$ cat src/pkg/ssic_pkg.sv
// Package for the step indexer control block: pin bit positions,
// reset values, timing constants and the step resolution decode.
// Assumes a single core clock at 200 MHz; all pins are asynchronous.
package ssic_pkg;

	// Core clock period in picoseconds (200 MHz)
	localparam int CLK_PERIOD_PS = 5000;

	// Sleep entry time in microseconds, longest time rounds down
	localparam int SLEEP_ENTRY_US     = 100;
	localparam int SLEEP_ENTRY_CYCLES =
		(SLEEP_ENTRY_US * 1000000) / CLK_PERIOD_PS;

	// Wake-up time in milliseconds, longest time rounds down
	localparam int WAKE_MS     = 10;
	localparam int WAKE_CYCLES =
		(WAKE_MS * 1000000) / (CLK_PERIOD_PS / 1000); // No int overflow

	// Counter width covers the wake count
	localparam int CNT_W = 21;

	// Cycles lost to the pin synchroniser and the state hand-off;
	// taken off each count so pin-to-state time stays inside the limit
	localparam int SEQ_OVERHEAD_CYCLES = 4;

	// Positions in one electrical cycle, in finest step units
	localparam int POS_W = 7;
	localparam logic [POS_W-1:0] POS_INIT = 7'h00;

	// Bit positions of the synchronised pin vector
	localparam int PIN_W        = 10;
	localparam int PIN_STEP     = 0;
	localparam int PIN_DIR      = 1;
	localparam int PIN_ENABLE   = 2;
	localparam int PIN_ARESET   = 3;
	localparam int PIN_SLEEP_N  = 4;
	localparam int PIN_SEL0     = 5;
	localparam int PIN_SEL1     = 6;
	localparam int PIN_SEL2     = 7;
	localparam int PIN_THERMAL  = 8;
	localparam int PIN_OVERCUR  = 9;
	// Idle pin levels; sleep request released so reset does not dip
	localparam logic [PIN_W-1:0] PIN_RESET_VAL = 10'h010;

	// Step increments in finest units per resolution
	localparam logic [POS_W-1:0] INC_FULL    = 7'h20;
	localparam logic [POS_W-1:0] INC_HALF    = 7'h10;
	localparam logic [POS_W-1:0] INC_QUARTER = 7'h08;
	localparam logic [POS_W-1:0] INC_EIGHTH  = 7'h04;
	localparam logic [POS_W-1:0] INC_16TH    = 7'h02;
	localparam logic [POS_W-1:0] INC_32ND    = 7'h01;

	// Power state of the block
	typedef enum logic [1:0] {
		ST_RUN,
		ST_ENTRY,
		ST_SLEEP,
		ST_WAKE
	} ssic_state_t;

	// Resolution select {sel0,sel1,sel2} to position increment
	function automatic logic [POS_W-1:0] ssic_inc(
		input logic [2:0] sel
	);
		logic [POS_W-1:0] inc;
		inc = INC_32ND;
		unique case (sel)
			3'h0: inc = INC_FULL;
			3'h1: inc = INC_HALF;
			3'h2: inc = INC_HALF;
			3'h3: inc = INC_QUARTER;
			3'h4: inc = INC_EIGHTH;
			3'h5: inc = INC_16TH;
			3'h6: inc = INC_32ND;
			3'h7: inc = INC_32ND;
		endcase
		return inc;
	endfunction : ssic_inc

endpackage : ssic_pkg

$ cat src/verilog/ssic_top.sv
// Step indexer control logic of a two-phase stepper driver.
// Assumes every input except core_clk and reset_n is an asynchronous pin.
module ssic_top
	import ssic_pkg::*;
#(
	parameter int SLEEP_ENTRY_CYC = SLEEP_ENTRY_CYCLES,
	parameter int WAKE_CYC        = WAKE_CYCLES
) (
	input  wire logic             core_clk,             // 200 MHz clock
	input  wire logic             reset_n,              // Async reset
	input  wire logic             step_pulse,           // Step clock pin
	input  wire logic             rotation_direction,   // High forward
	input  wire logic             motor_enable,         // High bridges on
	input  wire logic             angle_reset,          // High to initial
	input  wire logic             sleep_req_n,          // Low requests sleep
	input  wire logic             step_resolution_sel0, // Resolution bit 2
	input  wire logic             step_resolution_sel1, // Resolution bit 1
	input  wire logic             step_resolution_sel2, // Resolution bit 0
	input  wire logic             thermal_shutdown,     // Thermal sensor
	input  wire logic             overcurrent_detect,   // Current sensor
	output logic                  fault_flag_first,     // Thermal latched
	output logic                  fault_flag_second,    // Overcurrent latched
	output logic                  angle_monitor_out,    // High at initial
	output logic [POS_W-1:0]      step_position,        // Electrical angle
	output logic                  bridge_on,            // Output stage on
	output logic                  bridge_hiz,           // Outputs floating
	output logic                  charge_pump_on,       // Pump running
	output logic                  regulator_on,         // Logic supply on
	output logic                  sleep_active,         // In sleep mode
	output logic                  run_ready             // Normal operation
);

	////////////////////////////////////////////////////////////////////
	// State record

	typedef struct packed {
		logic [PIN_W-1:0] sync1;
		logic [PIN_W-1:0] sync2;
		logic             step_prev;
		ssic_state_t      state;
		logic [CNT_W-1:0] cnt;
		logic [POS_W-1:0] pos;
		logic             flt_thermal;
		logic             flt_overcur;
		logic             mon;
		logic             br_on;
		logic             br_hiz;
		logic             cp_on;
		logic             reg_on;
		logic             asleep;
		logic             ready;
	} ssic_regs_t;

	// Counts shortened by the pin and hand-off latency
	localparam logic [CNT_W-1:0] ENTRY_LAST =
		CNT_W'(SLEEP_ENTRY_CYC - SEQ_OVERHEAD_CYCLES);
	localparam logic [CNT_W-1:0] WAKE_LAST  =
		CNT_W'(WAKE_CYC - SEQ_OVERHEAD_CYCLES);
	localparam logic [CNT_W-1:0] CNT_ZERO   = 21'h000000;

	ssic_regs_t r_q;
	ssic_regs_t r_d;

	logic [PIN_W-1:0] pins;
	logic             step_edge;
	logic             stepping;
	logic [POS_W-1:0] inc;

	// Gather pins into one vector for the synchroniser
	assign pins = {overcurrent_detect, thermal_shutdown,
		step_resolution_sel2, step_resolution_sel1,
		step_resolution_sel0, sleep_req_n, angle_reset,
		motor_enable, rotation_direction, step_pulse};

	// Edge from the second stage only; first stage feeds nothing else
	assign step_edge = r_q.sync2[PIN_STEP] & ~r_q.step_prev;
	assign stepping  = (r_q.state == ST_RUN) || (r_q.state == ST_ENTRY);
	assign inc = ssic_inc({r_q.sync2[PIN_SEL0], r_q.sync2[PIN_SEL1],
		r_q.sync2[PIN_SEL2]});

	////////////////////////////////////////////////////////////////////
	// Next state

	always_comb begin
		r_d           = r_q;
		r_d.sync1     = pins;
		r_d.sync2     = r_q.sync1;
		r_d.step_prev = r_q.sync2[PIN_STEP];

		// Power sequencing; step input ignored until awake
		unique case (r_q.state)
			ST_RUN: begin
				r_d.cnt = CNT_ZERO;
				if (!r_q.sync2[PIN_SLEEP_N]) begin
					r_d.state = ST_ENTRY;
				end
			end
			ST_ENTRY: begin
				r_d.cnt = r_q.cnt + 21'h000001;
				if (r_q.sync2[PIN_SLEEP_N]) begin
					r_d.state = ST_RUN;
				end else if (r_q.cnt >= ENTRY_LAST) begin
					r_d.state = ST_SLEEP;
				end
			end
			ST_SLEEP: begin
				r_d.cnt = CNT_ZERO;
				if (r_q.sync2[PIN_SLEEP_N]) begin
					r_d.state = ST_WAKE;
				end
			end
			ST_WAKE: begin
				r_d.cnt = r_q.cnt + 21'h000001;
				if (!r_q.sync2[PIN_SLEEP_N]) begin
					r_d.state = ST_SLEEP;
				end else if (r_q.cnt >= WAKE_LAST) begin
					r_d.state = ST_RUN;
				end
			end
		endcase

		// Faults latch; only sleep clears them, a live sensor wins
		if (r_q.state == ST_SLEEP) begin
			r_d.flt_thermal = r_q.sync2[PIN_THERMAL];
			r_d.flt_overcur = r_q.sync2[PIN_OVERCUR];
		end else begin
			r_d.flt_thermal = r_q.flt_thermal | r_q.sync2[PIN_THERMAL];
			r_d.flt_overcur = r_q.flt_overcur | r_q.sync2[PIN_OVERCUR];
		end

		// Position: reset dominates, then a rising step edge
		if (r_q.sync2[PIN_ARESET]) begin
			r_d.pos = POS_INIT;
		end else if (step_edge && stepping) begin
			if (r_q.sync2[PIN_DIR]) begin
				r_d.pos = r_q.pos + inc;
			end else begin
				r_d.pos = r_q.pos - inc;
			end
		end

		// Outputs follow the next state so they switch together
		r_d.mon    = (r_d.pos == POS_INIT);
		r_d.br_on  = (r_d.state == ST_RUN) && r_q.sync2[PIN_ENABLE] &&
			!r_d.flt_thermal && !r_d.flt_overcur;
		r_d.br_hiz = !r_d.br_on;
		r_d.cp_on  = (r_d.state != ST_SLEEP);
		r_d.reg_on = (r_d.state != ST_SLEEP);
		r_d.asleep = (r_d.state == ST_SLEEP);
		r_d.ready  = (r_d.state == ST_RUN);
	end

	////////////////////////////////////////////////////////////////////
	// Registers

	// Power-up starts in wake so the regulator settles first
	always_ff @(posedge core_clk or negedge reset_n) begin
		if (!reset_n) begin
			r_q.sync1       <= PIN_RESET_VAL;
			r_q.sync2       <= PIN_RESET_VAL;
			r_q.step_prev   <= 1'b0;
			r_q.state       <= ST_WAKE;
			r_q.cnt         <= CNT_ZERO;
			r_q.pos         <= POS_INIT;
			r_q.flt_thermal <= 1'b0;
			r_q.flt_overcur <= 1'b0;
			r_q.mon         <= 1'b1;
			r_q.br_on       <= 1'b0;
			r_q.br_hiz      <= 1'b1;
			r_q.cp_on       <= 1'b1;
			r_q.reg_on      <= 1'b1;
			r_q.asleep      <= 1'b0;
			r_q.ready       <= 1'b0;
		end else begin
			r_q <= r_d;
		end
	end

	// Outputs straight from the record
	assign fault_flag_first  = r_q.flt_thermal;
	assign fault_flag_second = r_q.flt_overcur;
	assign angle_monitor_out = r_q.mon;
	assign step_position     = r_q.pos;
	assign bridge_on         = r_q.br_on;
	assign bridge_hiz        = r_q.br_hiz;
	assign charge_pump_on    = r_q.cp_on;
	assign regulator_on      = r_q.reg_on;
	assign sleep_active      = r_q.asleep;
	assign run_ready         = r_q.ready;
endmodule : ssic_top

$ cat config.mk
export PLATFORM = sky130hd
export DESIGN_NAME = ssic_top
export DESIGN_NICKNAME = d
export VERILOG_FILES = /design/src/pkg/ssic_pkg.sv /design/src/verilog/ssic_top.sv
export SDC_FILE = /design/constraint.sdc
export NUM_CORES = 1
export LEC_CHECK = 0
export ABC_AREA = 1
export BUFFER_PORTS_ARGS = -buffer_cell sky130_fd_sc_hd__clkbuf_2
export CAP_MARGIN = 20
export CELL_PAD_IN_SITES_DETAIL_PLACEMENT = 0
export CELL_PAD_IN_SITES_GLOBAL_PLACEMENT = 1
export CORE_UTILIZATION = 48
export CTS_CLUSTER_SIZE = 12
export DETAILED_ROUTE_END_ITERATION = 12
export MAX_ROUTING_LAYER = met4
export PLACE_DENSITY_LB_ADDON = 0.1
export SLEW_MARGIN = 20
export SYNTH_ARGS = -nofsm -noshare
export SYNTH_HDL_FRONTEND = slang
export SYNTH_SLANG_ARGS = --single-unit
$ cat constraint.sdc
create_clock -name core_clk -period 4.1 [get_ports core_clk]
set_input_delay 0.41 -clock core_clk [delete_from_list [all_inputs] [get_ports core_clk]]
set_output_delay 0.41 -clock core_clk [all_outputs]
set_load 0.05 [all_outputs]
# Yosys cells after proc, flatten, opt, wreduce, memory -nomap -nowiden
# Memories as Yosys holds them, arrays and structs flattened.
# Index checks and enable logic that the tools add are counted.
totals:
  register_bits: 59
  latch_bits: 0
  mem_bits_rw: 0
  rom_bits: 48
  input_bits: 12
  out_inout_bits: 16
  n_memories: 1
classes:
  addsub: 3
  mul: 0
  n_div: 0
  n_lt_le_gt_ge: 2
  eq_ne: 5
  shift: 0
  n_mux: 11
  bitwise: 4
  n_reduce_logical: 11
mem_list:
  columns: ["name", "depth", "word_bits", "rd", "rd_ports_with_merged_regs", "wr", "line_no", "text"]
  rows:
  - ["(name not given)", 8, 6, 1, 0, 0, "ssic_pkg.sv:67", "unique case (sel)"]
op_table:
  columns: ["operator", "n"]
  rows:
  - ["23-bit one-hot mux with 4 select lines", 1]
  - ["21-bit by 1-bit adder with 21-bit output (second input constant)", 1]
  - ["21-bit by 15-bit >= comparator with 1-bit output (second input constant)", 1]
  - ["21-bit >= comparator (second input constant)", 1]
  - ["7-bit 2-to-1 mux", 3]
  - ["2-bit 2-to-1 mux", 7]
  - ["7-bit adder", 1]
  - ["7-bit zero test", 1]
  - ["7-bit subtractor", 1]
  - ["2-bit equality test (second input constant)", 3]
  - ["1-bit logical AND", 4]
  - ["2-bit zero test", 2]
  - ["1-bit zero test", 3]
  - ["2-bit by 1-bit equality test with 1-bit output (second input constant)", 1]
  - ["2-bit != test (second input constant)", 1]
  - ["1-bit OR", 2]
  - ["1-bit bitwise AND", 1]
  - ["1-bit logical OR", 1]
  - ["1-bit NOT", 1]

# Logic depth before layout (Yosys ltp)
depth:
  ltp_word: 9
  ltp_mapped: 18

# Worst setup path before layout
# Ideal clock, no wire load.
synth_path:
  kind: "register -> register"
  start: "register r_q[46] (netlist name)"
  end: "register r_q (netlist bit angle_monitor_out)"
  setup_ns: 0.058
  t_arrival_ns: 2.312
  required_ns: 4.042
  setup_slack_ns: 1.730
  stages_incl_launch_ff: 19
  path_buffers: 0
  cell_sequence: "dfrtp_1 > inv_1 > ha_1 > nand2_1 > ha_1 > inv_1 > o21ai_0 > inv_1 > fa_1 > inv_1 > nand3_1 > nand2_1 > xnor2_1 > nand2_1 > nand2_1 > nand3_1 > nor2_1 > nand2_1 > inv_1"
synth_rtl:
  columns: ["item", "line_no", "text"]
  rows:
  - ["start: declaration", "ssic_top.sv:61", "ssic_regs_t r_q;"]
  - ["start signal: assignment", "ssic_top.sv:175", "r_q <= r_d;"]

==> impl_metrics.yaml <==
finish:
  drive_gt1_share_pct: 20.15
  final_area_mm2: 0.003522
  layout_common_cells: "nand2_1 (67), dfrtp_1 (52), inv_1 (50)"
  final_util_pct: 55.79
  n_fill_cell: 622
  final_common_cell: "nand2_1"
  antennaDiodeCount: 0
  syn_to_final_growth_pct: 12.20
  nets: 427
floorplan:
  fp.dieH_um: 82.87
  dieArea_mm2: 0.006867
  die_w_um: 82.87
  initial_core_util_pct: 49.72
  coreArea_mm2: 0.006314
  num_rows: 29
  pin_count: 28
placed_design:
  place_congestion: 0.9044
  post-dp-hpwl_um: 4683
  portBuffers: 27
  placed_area_mm2: 0.003293
  post-place-ws_ns: 1.551
drt:
  drtIter0Drc: 88
  drc_errors: 0
  num_vias: 2435
  wl_per_cell_um: 12.92
  drtPass1Iterations: 5
  drt-total-wl_um: 6251
  detail-route-antenna-nets: 0
  routed_via_density: 5.031
timing:
  period_needed_ns: 2.584
  slew_headroom_pct: 40.96
  hold_slack_ns: 0.1586
  max_freq_mhz: 387.0
  timing.final.crit_share_pct: 63.03
  layout_setup_ws_ns: 1.516
  setup-violations-final: 0
  hold_violations: 0
  worst_pin_slew_ns: 0.8856
  rsz0062_at_grt: "false"
  maxSlewViolCount: 0
  finalSetupTns_ns: 0
  fin_skew_ns: 0.01018
clock_tree:
  cts-root-buf: "clkbuf_8"
  clock_latency_ns: 0.34
  post_cts_buffers: 0
  numCtsBuffers: 9
  path_clk_slew_ns: 0.07
  clock_sinks: 59
  cts_resized: 0
  htreeDepth: 3
  cts_tree: "yes"
  hold_buffers: 0
  cts_buffer_depth: 2
logic_synthesis:
  yosys-top-cells-area: "dfrtp_1 (41%), nand2_1 (8.0%), inv_1 (6.0%)"
  synth_edf_count: 0
  netlist_area_mm2: 0.003139
  avgSynthCellArea_um2: 8.371
  ys_ff_latch: 59
  synthCells: 375
  synth_nets: 400
  synth_cell_types: 41
  synthArstFlopShare_pct: 100.0
  synth.yosys.seq_area_share_pct: 47.31
  yosysWarnings: 0
  synth_top_cell_by_area: "dfrtp_1"
  synth_top_area_share_pct: 41.45
  synth_flop_cell: "dfrtp_1"
grt:
  grt_max_degree: 37
  grt-ovfl-total: 0
  grt_pass1_vias: 2463
  grt_pass1_wl_um: 10990
  grt_antenna_before_repair: 0
  grt_use_total_pct: 21.16
power:
  irDropWorstVdd_mv: 0.2765
  power_density_mw_per_mm2: 441.5
  p_leak_nw: 1.755
worst_setup_path:
  cp_common_cell: "nand2_1"
  crit_chain: "inv_1, ha_1, nand2_1, ha_1, a21boi_1, a21oi_1, xnor2_1, ha_1, nand2_1, inv_1, nand4_1, nand4_1, nand2_1, o21ai_0, inv_2, nor2_1, nand2_1, inv_1"
  cpMaxStageDelayCell: "dfrtp_1"
  max_stage_delay_ns: 0.39
  end_kind: "flop"
  criticalPathCategory: "flop to flop"
  crit_path_max_fanout: 4
  cp_data_arrival_time_ns: 2.87
  cp-start-kind: "flop"
  crit_required_ns: 4.39
run:
  drv_cap: 0
run_status:
  status: "completed"
min_path:
  hold_path.class: "input pin to flop"
-- stage by stage --
stage               instances  total power (W)
floorplan                 375        0.0008894
detailed placement        468        0.0009613
CTS                       484         0.001575
global placement          468        0.0009575
finish                    484         0.001555
global route              484         0.001642
-- layer usage --
| metal | up-vias | global-route usage [%] | share of wire [%] |
|---|---|---|---|
| met5 | - | - | 0 |
| met4 | 0 | 8.621 | 2.2 |
| met3 | 11 | 5.964 | 2.3 |
| met2 | 30 | 35.02 | 50 |
| met1 | 1154 | 24.23 | 46 |
| li1 | 1240 | - | - |
-- report_power, final --
group	leakage, nW	internal, W	switching, W
sequential	0.736	0.000627	0.0000486
combinational	0.902	0.0000785	0.000192
clock	0.117	0.000376	0.000233
-- path summary, 6_finish.rpt --
check | start | endpoint | slack [ns] | cells past startpoint
max in group asynchronous | reset_n | r_q[38] | 3.04 | 2
min in group asynchronous | reset_n | sleep_active | 0.18 | 1
worst max-delay path | r_q[46] | angle_monitor_out | 1.52 | 18
worst max register to register | r_q[46] | angle_monitor_out | 1.52 | 18
worst min-delay path | sleep_req_n | r_d[44] | 0.16 | 1
worst min register to register | r_d[44] | r_q[44] | 0.34 | 0
-- state kept, by name, indices dropped and copies added (netlist names) --
signal,count
r_q,33
r_d,11
step_position,7
angle_monitor_out,1
bridge_hiz,1
bridge_on,1
fault_flag_first,1
fault_flag_second,1
regulator_on,1
run_ready,1
sleep_active,1
-- Yosys cell counts (2+ instances only) --
master / number
nor3_1: 9
dfstp_2: 7
nand2_2: 4
nand4_1: 10
nor2_4: 2
inv_1: 50
and2_1: 2
o31ai_1: 2
nand3_1: 25
xnor2_1: 4
buf_4: 8
inv_2: 14
buf_2: 2
clkinv_1: 2
nor3_2: 2
o21a_1: 3
ha_1: 12
dfrtp_1: 52
nor2_2: 5
nor2_1: 35
o21ai_0: 12
a21oi_1: 22
xor2_1: 7
nand2_1: 67
-- final cells by class --
class / count / area, um2 / share of cell area (%)
clock buffers: 12 / 155.1 / 4.405
clock inverters: 4 / 73.82 / 2.096
inverters: 66 / 247.7 / 7.034
multi-input cells: 238 / 1321 / 37.51
flip-flops and latches: 59 / 1485 / 42.17
well taps: 77 / 96.34 / 2.735
repair buffers: 28 / 142.6 / 4.050
-- critical path: cells and delay by family (launching register included) --
kind                       cells  cell delay [ns]
xor gates and xnor gates       1             0.14
and+or+nand+nor                7             0.53
DFF                            1             0.39
AOI/OAI and AO/OA              3             0.52
buffers and inverters          4             0.26
adders and majority gates      3             0.71
-- cell families after synthesis --
family	share of synthesized area, %
XOR/XNOR	3.069
adder cells (fa/ha/maj)	5.420
buffers and inverters	10.60
flip-flops	47.31
AO/OA/AOI/OAI	7.493
AND/OR/NAND/NOR	26.11
No activity file was read; power rests on OpenSTA's default activity.
